File: src/design/tci_consts.vh
/*
 * Constants of the timekeeper interrupt block: register indices, field
 * positions, reset values and synchroniser depth.
 * Assumes byte addresses on the APB are four times the register index.
 */
`ifndef TCI_CONSTS_VH
`define TCI_CONSTS_VH

// ******************************************************************
// Register map
// ******************************************************************
`define TCI_IEN_IDX     16'h56C2
`define TCI_IFLG_IDX    16'h56C4
`define TCI_CAUSES      10
`define TCI_REG_W       16
`define TCI_IEN_RST     10'h000
`define TCI_IFLG_RST    10'h000

// ******************************************************************
// Field positions
// ******************************************************************
`define TCI_BIT_T32     0
`define TCI_BIT_T8      1
`define TCI_BIT_T4      2
`define TCI_BIT_T1      3
`define TCI_BIT_TENSEC  4
`define TCI_BIT_MINUTE  5
`define TCI_BIT_TENMIN  6
`define TCI_BIT_HOUR    7
`define TCI_BIT_HALFDAY 8
`define TCI_BIT_DAY     9

// ******************************************************************
// Timing
// ******************************************************************
`define TCI_SYNC_STAGES 2

`endif

File: src/design/tci_roll_detect.v
/*
 * Counter rollover detector: compares the calendar counters with their
 * previous values and pulses one cycle per documented transition.
 * Assumes the counters and mode bits are driven on CORE_CLK.
 */
`timescale 1ns/1ps
`include "tci_consts.vh"

module tci_roll_detect (
  input  wire       clk,
  input  wire       srst,
  input  wire [6:0] sec_count,
  input  wire [6:0] min_count,
  input  wire [5:0] hour_count,
  input  wire       hour_pm,
  input  wire       mode_12h,
  input  wire       mode_bcd,
  output wire [5:0] roll
);

  reg  [6:0] prev_sec;
  reg  [6:0] prev_min;
  reg  [5:0] prev_hour;
  reg        prev_pm;
  reg        primed;
  wire [6:0] s_now;
  wire [6:0] s_old;
  wire [6:0] m_now;
  wire [6:0] m_old;
  wire [6:0] h_now;
  wire [6:0] h_old;
  wire       sec_wrap;
  wire       min_wrap;
  wire       noon;
  wire       midnight;

  // Decimal value of a counter field in either coding
  function [6:0] to_dec;
    input [6:0] v;
    input       bcd;
    begin
      if (bcd) begin
        to_dec = (v[6:4] * 7'd10) + {3'b000, v[3:0]};
      end else begin
        to_dec = v;
      end
    end
  endfunction

  // Step out of 9, 19, 29, 39 or 49 into the next ten
  function tens_step;
    input [6:0] old_v;
    input [6:0] new_v;
    begin
      tens_step = ((old_v == 7'd9) || (old_v == 7'd19) || (old_v == 7'd29) ||
                   (old_v == 7'd39) || (old_v == 7'd49)) && (new_v == old_v + 7'd1);
    end
  endfunction

  assign s_now = to_dec(sec_count, mode_bcd);
  assign s_old = to_dec(prev_sec, mode_bcd);
  assign m_now = to_dec(min_count, mode_bcd);
  assign m_old = to_dec(prev_min, mode_bcd);
  assign h_now = to_dec({1'b0, hour_count}, mode_bcd);
  assign h_old = to_dec({1'b0, prev_hour}, mode_bcd);

  assign sec_wrap = primed && (s_old == 7'd59) && (s_now == 7'd0);
  assign min_wrap = primed && (m_old == 7'd59) && (m_now == 7'd0);
  assign noon     = primed && (h_old == 7'd11) && (h_now == 7'd12) &&
                    (!mode_12h || (!prev_pm && hour_pm));
  assign midnight = primed && (mode_12h ?
                    ((h_old == 7'd11) && (h_now == 7'd12) && prev_pm && !hour_pm) :
                    ((h_old == 7'd23) && (h_now == 7'd0)));

  assign roll[0] = sec_wrap || (primed && tens_step(s_old, s_now));
  assign roll[1] = sec_wrap;
  assign roll[2] = min_wrap || (primed && tens_step(m_old, m_now));
  assign roll[3] = min_wrap;
  assign roll[4] = noon || midnight;
  assign roll[5] = midnight;

  // Primed stops a spurious event on the first compare after reset
  always @(posedge clk) begin
    if (srst) begin
      prev_sec  <= 7'h00;
      prev_min  <= 7'h00;
      prev_hour <= 6'h00;
      prev_pm   <= 1'b0;
      primed    <= 1'b0;
    end else begin
      prev_sec  <= sec_count;
      prev_min  <= min_count;
      prev_hour <= hour_count;
      prev_pm   <= hour_pm;
      primed    <= 1'b1;
    end
  end

endmodule // tci_roll_detect

File: src/design/tci_irq.v
/*
 * Timekeeper interrupt block: enable and flag registers on APB, divider
 * tick capture, rollover capture and the request to the interrupt
 * controller.
 * Assumes divider ticks are square waves from the oscillator domain, the
 * counters run on CORE_CLK, and CORE_CLK keeps running in sleep.
 */
`timescale 1ns/1ps
`include "tci_consts.vh"

module tci_irq #(
  parameter ADDR_W = 18
) (
  input  wire              CORE_CLK,
  input  wire              SRST,
  input  wire              PSEL,
  input  wire              PENABLE,
  input  wire              PWRITE,
  input  wire [ADDR_W-1:0] PADDR,
  input  wire [31:0]       PWDATA,
  input  wire [3:0]        PSTRB,
  output reg  [31:0]       PRDATA,
  output reg               PREADY,
  output reg               PSLVERR,
  input  wire              DIV_TICK32,
  input  wire              DIV_TICK8,
  input  wire              DIV_TICK4,
  input  wire              DIV_TICK1,
  input  wire [6:0]        SEC_COUNT,
  input  wire [6:0]        MIN_COUNT,
  input  wire [5:0]        HOUR_COUNT,
  input  wire              HOUR_PM,
  input  wire              MODE_12H,
  input  wire              MODE_BCD,
  output reg               IRQ_REQ
);

  // ******************************************************************
  // Local states and declarations
  // ******************************************************************
  localparam ST_IDLE   = 1'b0;
  localparam ST_ANSWER = 1'b1;
  localparam N         = `TCI_CAUSES;

  reg  [N-1:0] irq_en;
  reg  [N-1:0] irq_flag;
  reg  [N-1:0] next_en;
  reg  [N-1:0] next_flag;
  reg          state;
  reg          next_state;
  reg  [3:0]   tick_meta;
  reg  [3:0]   tick_sync;
  reg  [3:0]   tick_prev;
  wire [3:0]   tick_raw;
  wire [3:0]   tick_rise;
  wire [5:0]   roll;
  wire [N-1:0] cause;
  wire [N-1:0] clear_mask;
  wire         access;
  wire         sel_en;
  wire         sel_flag;
  wire         do_write;
  wire [15:0]  wr_half;
  reg  [31:0]  rd_word;
  wire [N-1:0] en_word;
  wire [N-1:0] flag_word;
  wire [N-1:0] next_pend;

  // Named fields of the enable register
  wire day_irq_en     = irq_en[`TCI_BIT_DAY];
  wire halfday_irq_en = irq_en[`TCI_BIT_HALFDAY];
  wire hour_irq_en    = irq_en[`TCI_BIT_HOUR];
  wire tenmin_irq_en  = irq_en[`TCI_BIT_TENMIN];
  wire minute_irq_en  = irq_en[`TCI_BIT_MINUTE];
  wire tensec_irq_en  = irq_en[`TCI_BIT_TENSEC];
  wire tick1_irq_en   = irq_en[`TCI_BIT_T1];
  wire tick4_irq_en   = irq_en[`TCI_BIT_T4];
  wire tick8_irq_en   = irq_en[`TCI_BIT_T8];
  wire tick32_irq_en  = irq_en[`TCI_BIT_T32];

  // Named fields of the flag register
  wire day_flag     = irq_flag[`TCI_BIT_DAY];
  wire halfday_flag = irq_flag[`TCI_BIT_HALFDAY];
  wire hour_flag    = irq_flag[`TCI_BIT_HOUR];
  wire tenmin_flag  = irq_flag[`TCI_BIT_TENMIN];
  wire minute_flag  = irq_flag[`TCI_BIT_MINUTE];
  wire tensec_flag  = irq_flag[`TCI_BIT_TENSEC];
  wire tick1_flag   = irq_flag[`TCI_BIT_T1];
  wire tick4_flag   = irq_flag[`TCI_BIT_T4];
  wire tick8_flag   = irq_flag[`TCI_BIT_T8];
  wire tick32_flag  = irq_flag[`TCI_BIT_T32];

  // read-back order, day at bit 9 down to 32 Hz at bit 0
  assign en_word = {day_irq_en,
                    halfday_irq_en,
                    hour_irq_en,
                    tenmin_irq_en,
                    minute_irq_en,
                    tensec_irq_en,
                    tick1_irq_en,
                    tick4_irq_en,
                    tick8_irq_en,
                    tick32_irq_en};

  // flag read-back in the same order
  assign flag_word = {day_flag,
                      halfday_flag,
                      hour_flag,
                      tenmin_flag,
                      minute_flag,
                      tensec_flag,
                      tick1_flag,
                      tick4_flag,
                      tick8_flag,
                      tick32_flag};

  // Register index hit, used by both register selects
  function hit;
    input [ADDR_W-1:0] addr;
    input [15:0]       idx;
    begin
      hit = (addr[1:0] == 2'b00) && (addr[ADDR_W-1:2] == idx[ADDR_W-3:0]);
    end
  endfunction

  // ******************************************************************
  // Divider tick capture
  // ******************************************************************
  assign tick_raw = {DIV_TICK1, DIV_TICK4, DIV_TICK8, DIV_TICK32};

  // Ticks come from the oscillator domain; one rising edge per period
  genvar g;
  generate
    for (g = 0; g < 4; g = g + 1) begin : g_tick
      always @(posedge CORE_CLK) begin
        if (SRST) begin
          tick_meta[g] <= 1'b0;
          tick_sync[g] <= 1'b0;
          tick_prev[g] <= 1'b0;
        end else begin
          tick_meta[g] <= tick_raw[g];
          tick_sync[g] <= tick_meta[g];
          tick_prev[g] <= tick_sync[g];
        end
      end
      assign tick_rise[g] = tick_sync[g] & ~tick_prev[g];
    end
  endgenerate

  // ******************************************************************
  // Counter rollover capture
  // ******************************************************************
  tci_roll_detect u_roll (
    .clk        (CORE_CLK),
    .srst       (SRST),
    .sec_count  (SEC_COUNT),
    .min_count  (MIN_COUNT),
    .hour_count (HOUR_COUNT),
    .hour_pm    (HOUR_PM),
    .mode_12h   (MODE_12H),
    .mode_bcd   (MODE_BCD),
    .roll       (roll)
  );

  assign cause[`TCI_BIT_T32]     = tick_rise[0];
  assign cause[`TCI_BIT_T8]      = tick_rise[1];
  assign cause[`TCI_BIT_T4]      = tick_rise[2];
  assign cause[`TCI_BIT_T1]      = tick_rise[3];
  assign cause[`TCI_BIT_TENSEC]  = roll[0];
  assign cause[`TCI_BIT_MINUTE]  = roll[1];
  assign cause[`TCI_BIT_TENMIN]  = roll[2];
  assign cause[`TCI_BIT_HOUR]    = roll[3];
  assign cause[`TCI_BIT_HALFDAY] = roll[4];
  assign cause[`TCI_BIT_DAY]     = roll[5];

  // ******************************************************************
  // APB decode
  // ******************************************************************
  assign access   = PSEL & PENABLE;
  assign sel_en   = hit(PADDR, `TCI_IEN_IDX);
  assign sel_flag = hit(PADDR, `TCI_IFLG_IDX);
  // Write lands on the edge that completes the transfer
  assign do_write = access & PREADY & PWRITE & (state == ST_ANSWER);

  // Byte lanes 0 and 1 carry the 16-bit register
  assign wr_half = {PSTRB[1] ? PWDATA[15:8] : 8'h00, PSTRB[0] ? PWDATA[7:0] : 8'h00};

  always @* begin
    rd_word = 32'h00000000;
    if (sel_en) begin
      rd_word = {22'h000000, en_word};
    end else if (sel_flag) begin
      rd_word = {22'h000000, flag_word};
    end
  end

  assign clear_mask = (do_write && sel_flag) ? wr_half[N-1:0] : {N{1'b0}};

  // ******************************************************************
  // Next state of the registers
  // ******************************************************************
  always @* begin
    next_en = irq_en;
    if (do_write && sel_en) begin
      if (PSTRB[0]) begin
        next_en[7:0] = PWDATA[7:0];
      end
      if (PSTRB[1]) begin
        next_en[N-1:8] = PWDATA[N-1:8];
      end
    end
    // flag shows occurrence; a set in the clear cycle wins
    // Flags record every cause; the enable gates only the request
    next_flag = (irq_flag & ~clear_mask) | cause;
  end

  // each enable gates only its own flag
  assign next_pend = next_flag & next_en;

  // ******************************************************************
  // APB answer sequencing
  // ******************************************************************
  // One wait state: the answer is registered, so outputs stay flops
  always @* begin
    case (state)
      ST_IDLE: begin
        if (access) begin
          next_state = ST_ANSWER;
        end else begin
          next_state = ST_IDLE;
        end
      end
      ST_ANSWER: begin
        next_state = ST_IDLE;
      end
      default: begin
        next_state = ST_IDLE;
      end
    endcase
  end

  always @(posedge CORE_CLK) begin
    if (SRST) begin
      state   <= ST_IDLE;
      PREADY  <= 1'b0;
      PSLVERR <= 1'b0;
      PRDATA  <= 32'h00000000;
    end else begin
      state <= next_state;
      if ((state == ST_IDLE) && access) begin
        PREADY  <= 1'b1;
        PSLVERR <= ~(sel_en | sel_flag);
        PRDATA  <= PWRITE ? 32'h00000000 : rd_word;
      end else begin
        PREADY  <= 1'b0;
        PSLVERR <= 1'b0;
        PRDATA  <= 32'h00000000;
      end
    end
  end

  // ******************************************************************
  // Enable and flag registers
  // ******************************************************************
  // No clock gating here, so sleep leaves the request path alive
  always @(posedge CORE_CLK) begin
    if (SRST) begin
      irq_en   <= `TCI_IEN_RST;
      irq_flag <= `TCI_IFLG_RST;
    end else begin
      irq_en   <= next_en;
      irq_flag <= next_flag;
    end
  end

  // ******************************************************************
  // Request to the interrupt controller
  // ******************************************************************
  // Taken from the next values so the request rises with its flag
  always @(posedge CORE_CLK) begin
    if (SRST) begin
      IRQ_REQ <= 1'b0;
    end else begin
      IRQ_REQ <= |next_pend;
    end
  end

endmodule // tci_irq

File: config.mk
export PLATFORM = sky130hd
export DESIGN_NAME = tci_irq
export DESIGN_NICKNAME = d
export VERILOG_FILES = /design/src/design/tci_roll_detect.v /design/src/design/tci_irq.v
export VERILOG_INCLUDE_DIRS = /design/src /design/src/design
export SDC_FILE = /design/constraint.sdc
export NUM_CORES = 1
export LEC_CHECK = 0
export BUFFER_PORTS_ARGS = -buffer_cell sky130_fd_sc_hd__buf_2
export CAP_MARGIN = 20
export CORE_MARGIN = 8
export CORE_UTILIZATION = 50
export CTS_BUF_LIST = sky130_fd_sc_hd__clkbuf_2
export DETAILED_ROUTE_END_ITERATION = 7
export PLACE_DENSITY = 0.84
export SLEW_MARGIN = 40
export SYNTH_ARGS = -nofsm -noshare
export SYNTH_HDL_FRONTEND = slang
export SYNTH_SLANG_ARGS = --single-unit
File: constraint.sdc
create_clock -name CORE_CLK -period 3 [get_ports CORE_CLK]
set_input_delay 0.15 -clock CORE_CLK [delete_from_list [all_inputs] [get_ports CORE_CLK]]
set_output_delay 0.15 -clock CORE_CLK [all_outputs]
set_load 0.03 [all_outputs]
-- Word-level counts from Yosys, hierarchy flattened
Index checks and enable logic that the tools add are counted.
- input port bits: 86
- flip-flop bits (word level): 90
- mux-type cells: 19
- multiply operators: 6
- add/subtract/negate cells: 8
- equal/unequal tests: 19
- bitwise logic cells: 20
- reduce and logical (&&, ||, !) cells: 45
- operators by type and width (cell ; count):
    7-bit by 6-bit == test with 1-bit output (second input constant) ; 6
    7-bit 2-to-1 mux ; 6
    10-bit 2-to-1 mux ; 4
    7-bit by 5-bit == test with 1-bit output (second input constant) ; 5
    16-bit by 15-bit == test with 1-bit output (second input constant) ; 2
    7-bit by 4-bit adder with 7-bit output ; 4
    7-bit by 4-bit == test with 1-bit output (second input constant) ; 4
    3-bit by 3-bit multiplier with 6-bit output (second input constant) ; 4
    1-bit logical AND ; 22
    7-bit zero test ; 3
    10-bit AND ; 2
    8-bit 2-to-1 mux ; 2
    6-bit by 4-bit adder with 7-bit output ; 2
    7-bit by 1-bit adder with 7-bit output (second input constant) ; 2
    7-bit == test ; 2
    1-bit logical OR ; 12
    2-bit by 3-bit multiplier with 5-bit output (second input constant) ; 2
    10-bit inverter ; 1
    10-bit OR ; 1
    10-bit OR reduction ; 1
    1-bit AND ; 8
    1-bit inverter ; 7
    1-bit 2-to-1 mux ; 4
    2-bit 2-to-1 mux ; 2
    7 further kinds ; 9

-- Depth between registers and ports, before layout
- depth after elaboration: 14
- gate-level depth with buffers: 14
- depth with buffers taken out: 12

-- Modules after synthesis
A second synthesis with hierarchy kept.
- cell total of the unflattened synthesis: 561
- area total of the unflattened synthesis: 4959.8 um^2
- modules (own cells, without submodules) (module ; cells each ; area an instance (um^2) ; instances):
    tci_roll_detect ; 355 ; 2962.8 ; 1
    tci_irq ; 206 ; 1996.9 ; 1

-- Worst setup path before layout
Ideal clock, no wire load.
- path type: register -> register
- start point: register u_roll.prev_sec[4]
- end point: register IRQ_REQ
- arrival: 2.834 ns
- library setup time: 0.083 ns
- cell stages (with the launch flop): 11
- path slack: 0.084 ns
- data required time: 2.917 ns
- clock period less this slack: 2.916 ns
- cells stage by stage: dfxtp_1 -> ha_1 -> ha_1 -> a21o_1 -> nor3_1 -> nor3_4 -> xnor3_1 -> or4b_4 -> a2111oi_4 -> o21ai_1 -> o221ai_1
- cells in the longest elaborated chain, start to end: 14
- elaborated cells on any way between the ends: 23
- those cells by class: add/sub (2); mul (1); eq/ne (7); mux (1); bitwise (2); reduce/logical (10)
- ends and longest elaborated chain (what ; RTL line ; source):
    start: declaration ; tci_roll_detect.v:21 ; reg [6:0] prev_sec;
    start signal: assignment ; tci_roll_detect.v:91 ; prev_sec <= sec_count;
    3-bit by 3-bit multiplier with 6-bit output ; tci_roll_detect.v:43 ; to_dec = (v[6:4] * 7'd10) + {3'b000, v[3:0]};
    7-bit by 4-bit adder with 7-bit output ; tci_roll_detect.v:43 ;
    7-bit 2-to-1 mux (*) ; tci_roll_detect.v:42 ; if (bcd) begin
    parallel branches: the longest is 8 deep, another holds 7-bit by 1-bit adder with 7-bit output ; - ;
    10-bit OR (*) ; tci_irq.v:214 ; next_flag = (irq_flag & ~clear_mask) | cause;
    10-bit AND (*) ; tci_irq.v:218 ; assign next_pend = next_flag & next_en;
    10-bit OR reduction (*) ; tci_irq.v:284 ; IRQ_REQ <= |next_pend;
    end signal: assignment ; tci_irq.v:284 ;
    end: declaration ; tci_irq.v:35 ; output reg IRQ_REQ
Every way passes the cells marked *.
A chain may end at the register's enable or synchronous reset.

-- Final worst setup path
Ends and elaborated chain as after synthesis.

==> flow_metrics.py <==
metrics = {
    "placed_design": {
        "place_inst": 750,
        "dp_hpwl_mm": 9.14,
        "place_congestion": 0.865,
        "placed_cell_area_sq_um": 5310,
        "place_ws_ns": -0.0688,
        "port_buffers": 74,
    },
    "flow_run": {
        "cap_violations": 0,
    },
    "clock_network": {
        "cts.clk_slew.worst_paths_ns": 0.21,
        "cts_tree": "done",
        "clk_latency_ns": 0.55,
        "numCtsBuffers": 9,
        "max-clock-path-buffers": 2,
        "cts_root_buffer": "clkbuf_2",
        "htreeDepth": 3,
        "cts_sinks": 68,
    },
    "sta": {
        "finClkSkew_ns": 0.0382,
        "layout_setup_ws_ns": 0.0640,
        "rsz0062_at_grt": "yes",
        "setup_viol": 0,
        "fmax_mhz": 341,
        "slew_viol_final": 0,
        "hold_viol_final": 0,
        "fin_crit_ns": 2.94,
        "tightest_slew_ns": 0.655,
        "period_share_pct": 97.9,
        "slew-limit-headroom_pct": 56.4,
    },
    "worst_setup_path": {
        "crit_path_max_fanout": 4,
        "cp.required_ns": 3.46,
        "cpMostUsedCell": "ha_4",
        "r2r_setup_slack_ns": 0.06,
        "path_cells": "ha_4 > ha_4 > and3_4 > nor3_2 > buf_4 > nor3_4 > xnor3_1 > or4b_4 > a2111oi_4 > o21ai_1 > o221ai_1",
        "worst_path_max_delay_cell": "or4b_4",
        "start_kind": "register",
        "crit_type": "reg2reg",
        "crit_buf_inv": 1,
        "crit_family": "simple AND/OR/NAND/NOR gates",
        "slowest_delay_ns": 0.50,
        "arrival_ns": 3.40,
        "critPathCaptureType": "register",
    },
    "logic_synthesis": {
        "synth_top_area_share_pct": 28.3,
        "yosys_register_bits": 68,
        "synth-async-reset-ratio_pct": 0,
        "synth_ff_type": "dfxtp_1",
        "syn-mean-instance-area_sq_um": 8.87,
        "synth-edff-count": 0,
        "syn_area_sq_um": 4820,
        "syn_inst": 543,
        "yosysTopAreaCell": "dfxtp_1",
        "synth_cell_types": 77,
        "ys_seq_area_share_pct": 28.3,
        "synth_warnings": 0,
        "synth_area_leaders": "dfxtp_1 28%, ha_1 9.4%, nor2b_1 4.8%, xnor2_1 3.8%, buf_4 3.6%",
    },
    "pwr": {
        "swShare_pct": 33.7,
        "p_sw_uw": 721,
        "seq_power_share_pct": 44.7,
        "power.leakage_uw": 0.00259,
        "power.internal_uw": 1420,
        "clkPwrFrac_pct": 26.3,
        "p_comb_share_pct": 29.0,
        "peakVddDrop_mv": 0.215,
        "power_uw": 2140,
        "p_per_area_nw_per_um2": 360,
    },
    "die": {
        "start_util_pct": 50.4,
        "die_w_um": 114,
        "die_area_sq_um": 13000,
        "design.core.area_sq_um": 9550,
        "placementRows": 36,
        "ios": 121,
        "die_y_um": 114,
    },
    "layout": {
        "final_common_cell": "buf_2",
        "n_fill_cell": 779,
        "final_cell_area_sq_um": 5950,
        "areaGrowthSynthToFinish_pct": 23.6,
        "finalNonFillerCells": 807,
        "nNetsFinal": 796,
        "final_cell_mix": "73 x buf_2, 65 x dfxtp_1, 39 x nor2_1",
        "drive_gt1_share_pct": 22.7,
    },
    "drt": {
        "num_vias": 4417,
        "viasPerCell": 5.47,
        "drc": 0,
        "drtIter0Drc": 238,
        "wl_per_cell_um": 15.5,
        "dr.pass1.iters": 5,
        "antenna_left": 0,
        "postRouteWirelength_mm": 12.5,
    },
    "grt": {
        "grt_pass1_vias": 4452,
        "antenna_found_initial": 1,
        "grt_usage_pct": 19.2,
        "grt_pass1_wl_mm": 20.5,
        "grt_max_degree": 33,
        "grt-ovfl-total": 0,
    },
    "status": {
        "status": "completed",
    },
    "min_path": {
        "hold_path.class": "in2reg",
    },
}
[repair_timing]
action / in CTS / in global routing
hold endpoints to repair: 43 / 0
pin swaps: 0 / 7
setup endpoints to repair: 2 / 1
setup buffers: 0 / 4
resized for setup: 6 / 19
hold buffers: 37 / 0
[per-stage QoR]
stage	setup TNS (ns)	hold slack (ns)	utilization, %
finish	0	0.0696	62.3
global route	-0.0445	0.0879	62.3
CTS	0	0.0399	61.2
detailed placement	-0.0688	0.364	55.6
global placement	0	0.365	55.6
floorplan	0	0.246	-
[cell usage after synthesis, types with 7 or more instances]
library cell	number
dfxtp_1	68
nor2_1	40
nor2b_1	37
ha_1	36
nand2_1	33
inv_1	24
buf_4	23
xnor2_1	21
a21oi_1	16
mux2i_1	16
nor3_1	16
o21ai_0	16
nand3_1	15
a22oi_1	13
mux2_2	9
xor2_1	9
and2_1	8
clkbuf_1	7
[path summary, 6_finish.rpt]
check	start	end	depth (start not counted)
worst max-delay path	u_roll.prev_sec[4]$_SDFF_PP0_	IRQ_REQ$_SDFF_PP0_	11
worst min-delay path	PADDR[3]	PSLVERR$_SDFF_PP0_	4
worst max register to register	u_roll.prev_sec[4]$_SDFF_PP0_	IRQ_REQ$_SDFF_PP0_	11
worst min register to register	tick_sync[3]$_SDFF_PP0_	tick_prev[3]$_SDFF_PP0_	2
[tightest hold or removal path: stages]
cell and delay, ns:
buf_2 0.09, nand2b_1 0.10, a21oi_1 0.18, nor2b_1 0.06
[registers in the layout, indices dropped and copies added, names as in the netlist]
name              flops
IRQ_REQ               1
PRDATA               10
PREADY                1
PSLVERR               1
en_word              10
flag_word            10
state                 1
tick_meta             4
tick_prev             4
tick_sync             4
u_roll.prev_hour      6
u_roll.prev_min       7
u_roll.prev_pm        1
u_roll.prev_sec       7
u_roll.primed         1
[area by class of cell]
class,instances,area [sq um],area share (%)
inverter,25,96.3,1.62
tap,133,166,2.80
multi-input combinational,433,3310,55.6
clock buffer,10,50.0,0.841
timing repair buffer,131,896,15.1
sequential,68,1370,23.0
antenna,1,2.50,0.0420
clock inverter,6,63.8,1.07
[per-layer routing]
layer / up-vias / wire, um / global-route usage (%)
met5: - / 0 / 0
met4: 0 / 340 / 9.58
met3: 33 / 589 / 3.96
met2: 131 / 6400 / 33.5
met1: 2082 / 5170 / 21.7
li1: 2171 / - / -
[logic make-up after synthesis]
family                     count (synthesis)  share of synthesized area, %
other                                      1                        0.0779
AOI/OAI and AO/OA                        106                          16.0
buffers and inverters                     63                          7.20
and+or+nand+nor                          205                          24.3
xor gates and xnor gates                  33                          6.86
DFF                                       68                          28.3
muxes                                     25                          5.43
adders and majority gates                 42                          11.8
[power by group through the flow]
stage / sequential, uW / combinational, uW / clock [uW]
CTS: 956 / 590 / 567
floorplan: 968 / 418 / 0
global route: 961 / 679 / 605
global placement: 971 / 519 / 0
detailed placement: 973 / 541 / 0
finish: 957 / 620 / 563
No activity file was read; power rests on OpenSTA's default activity.
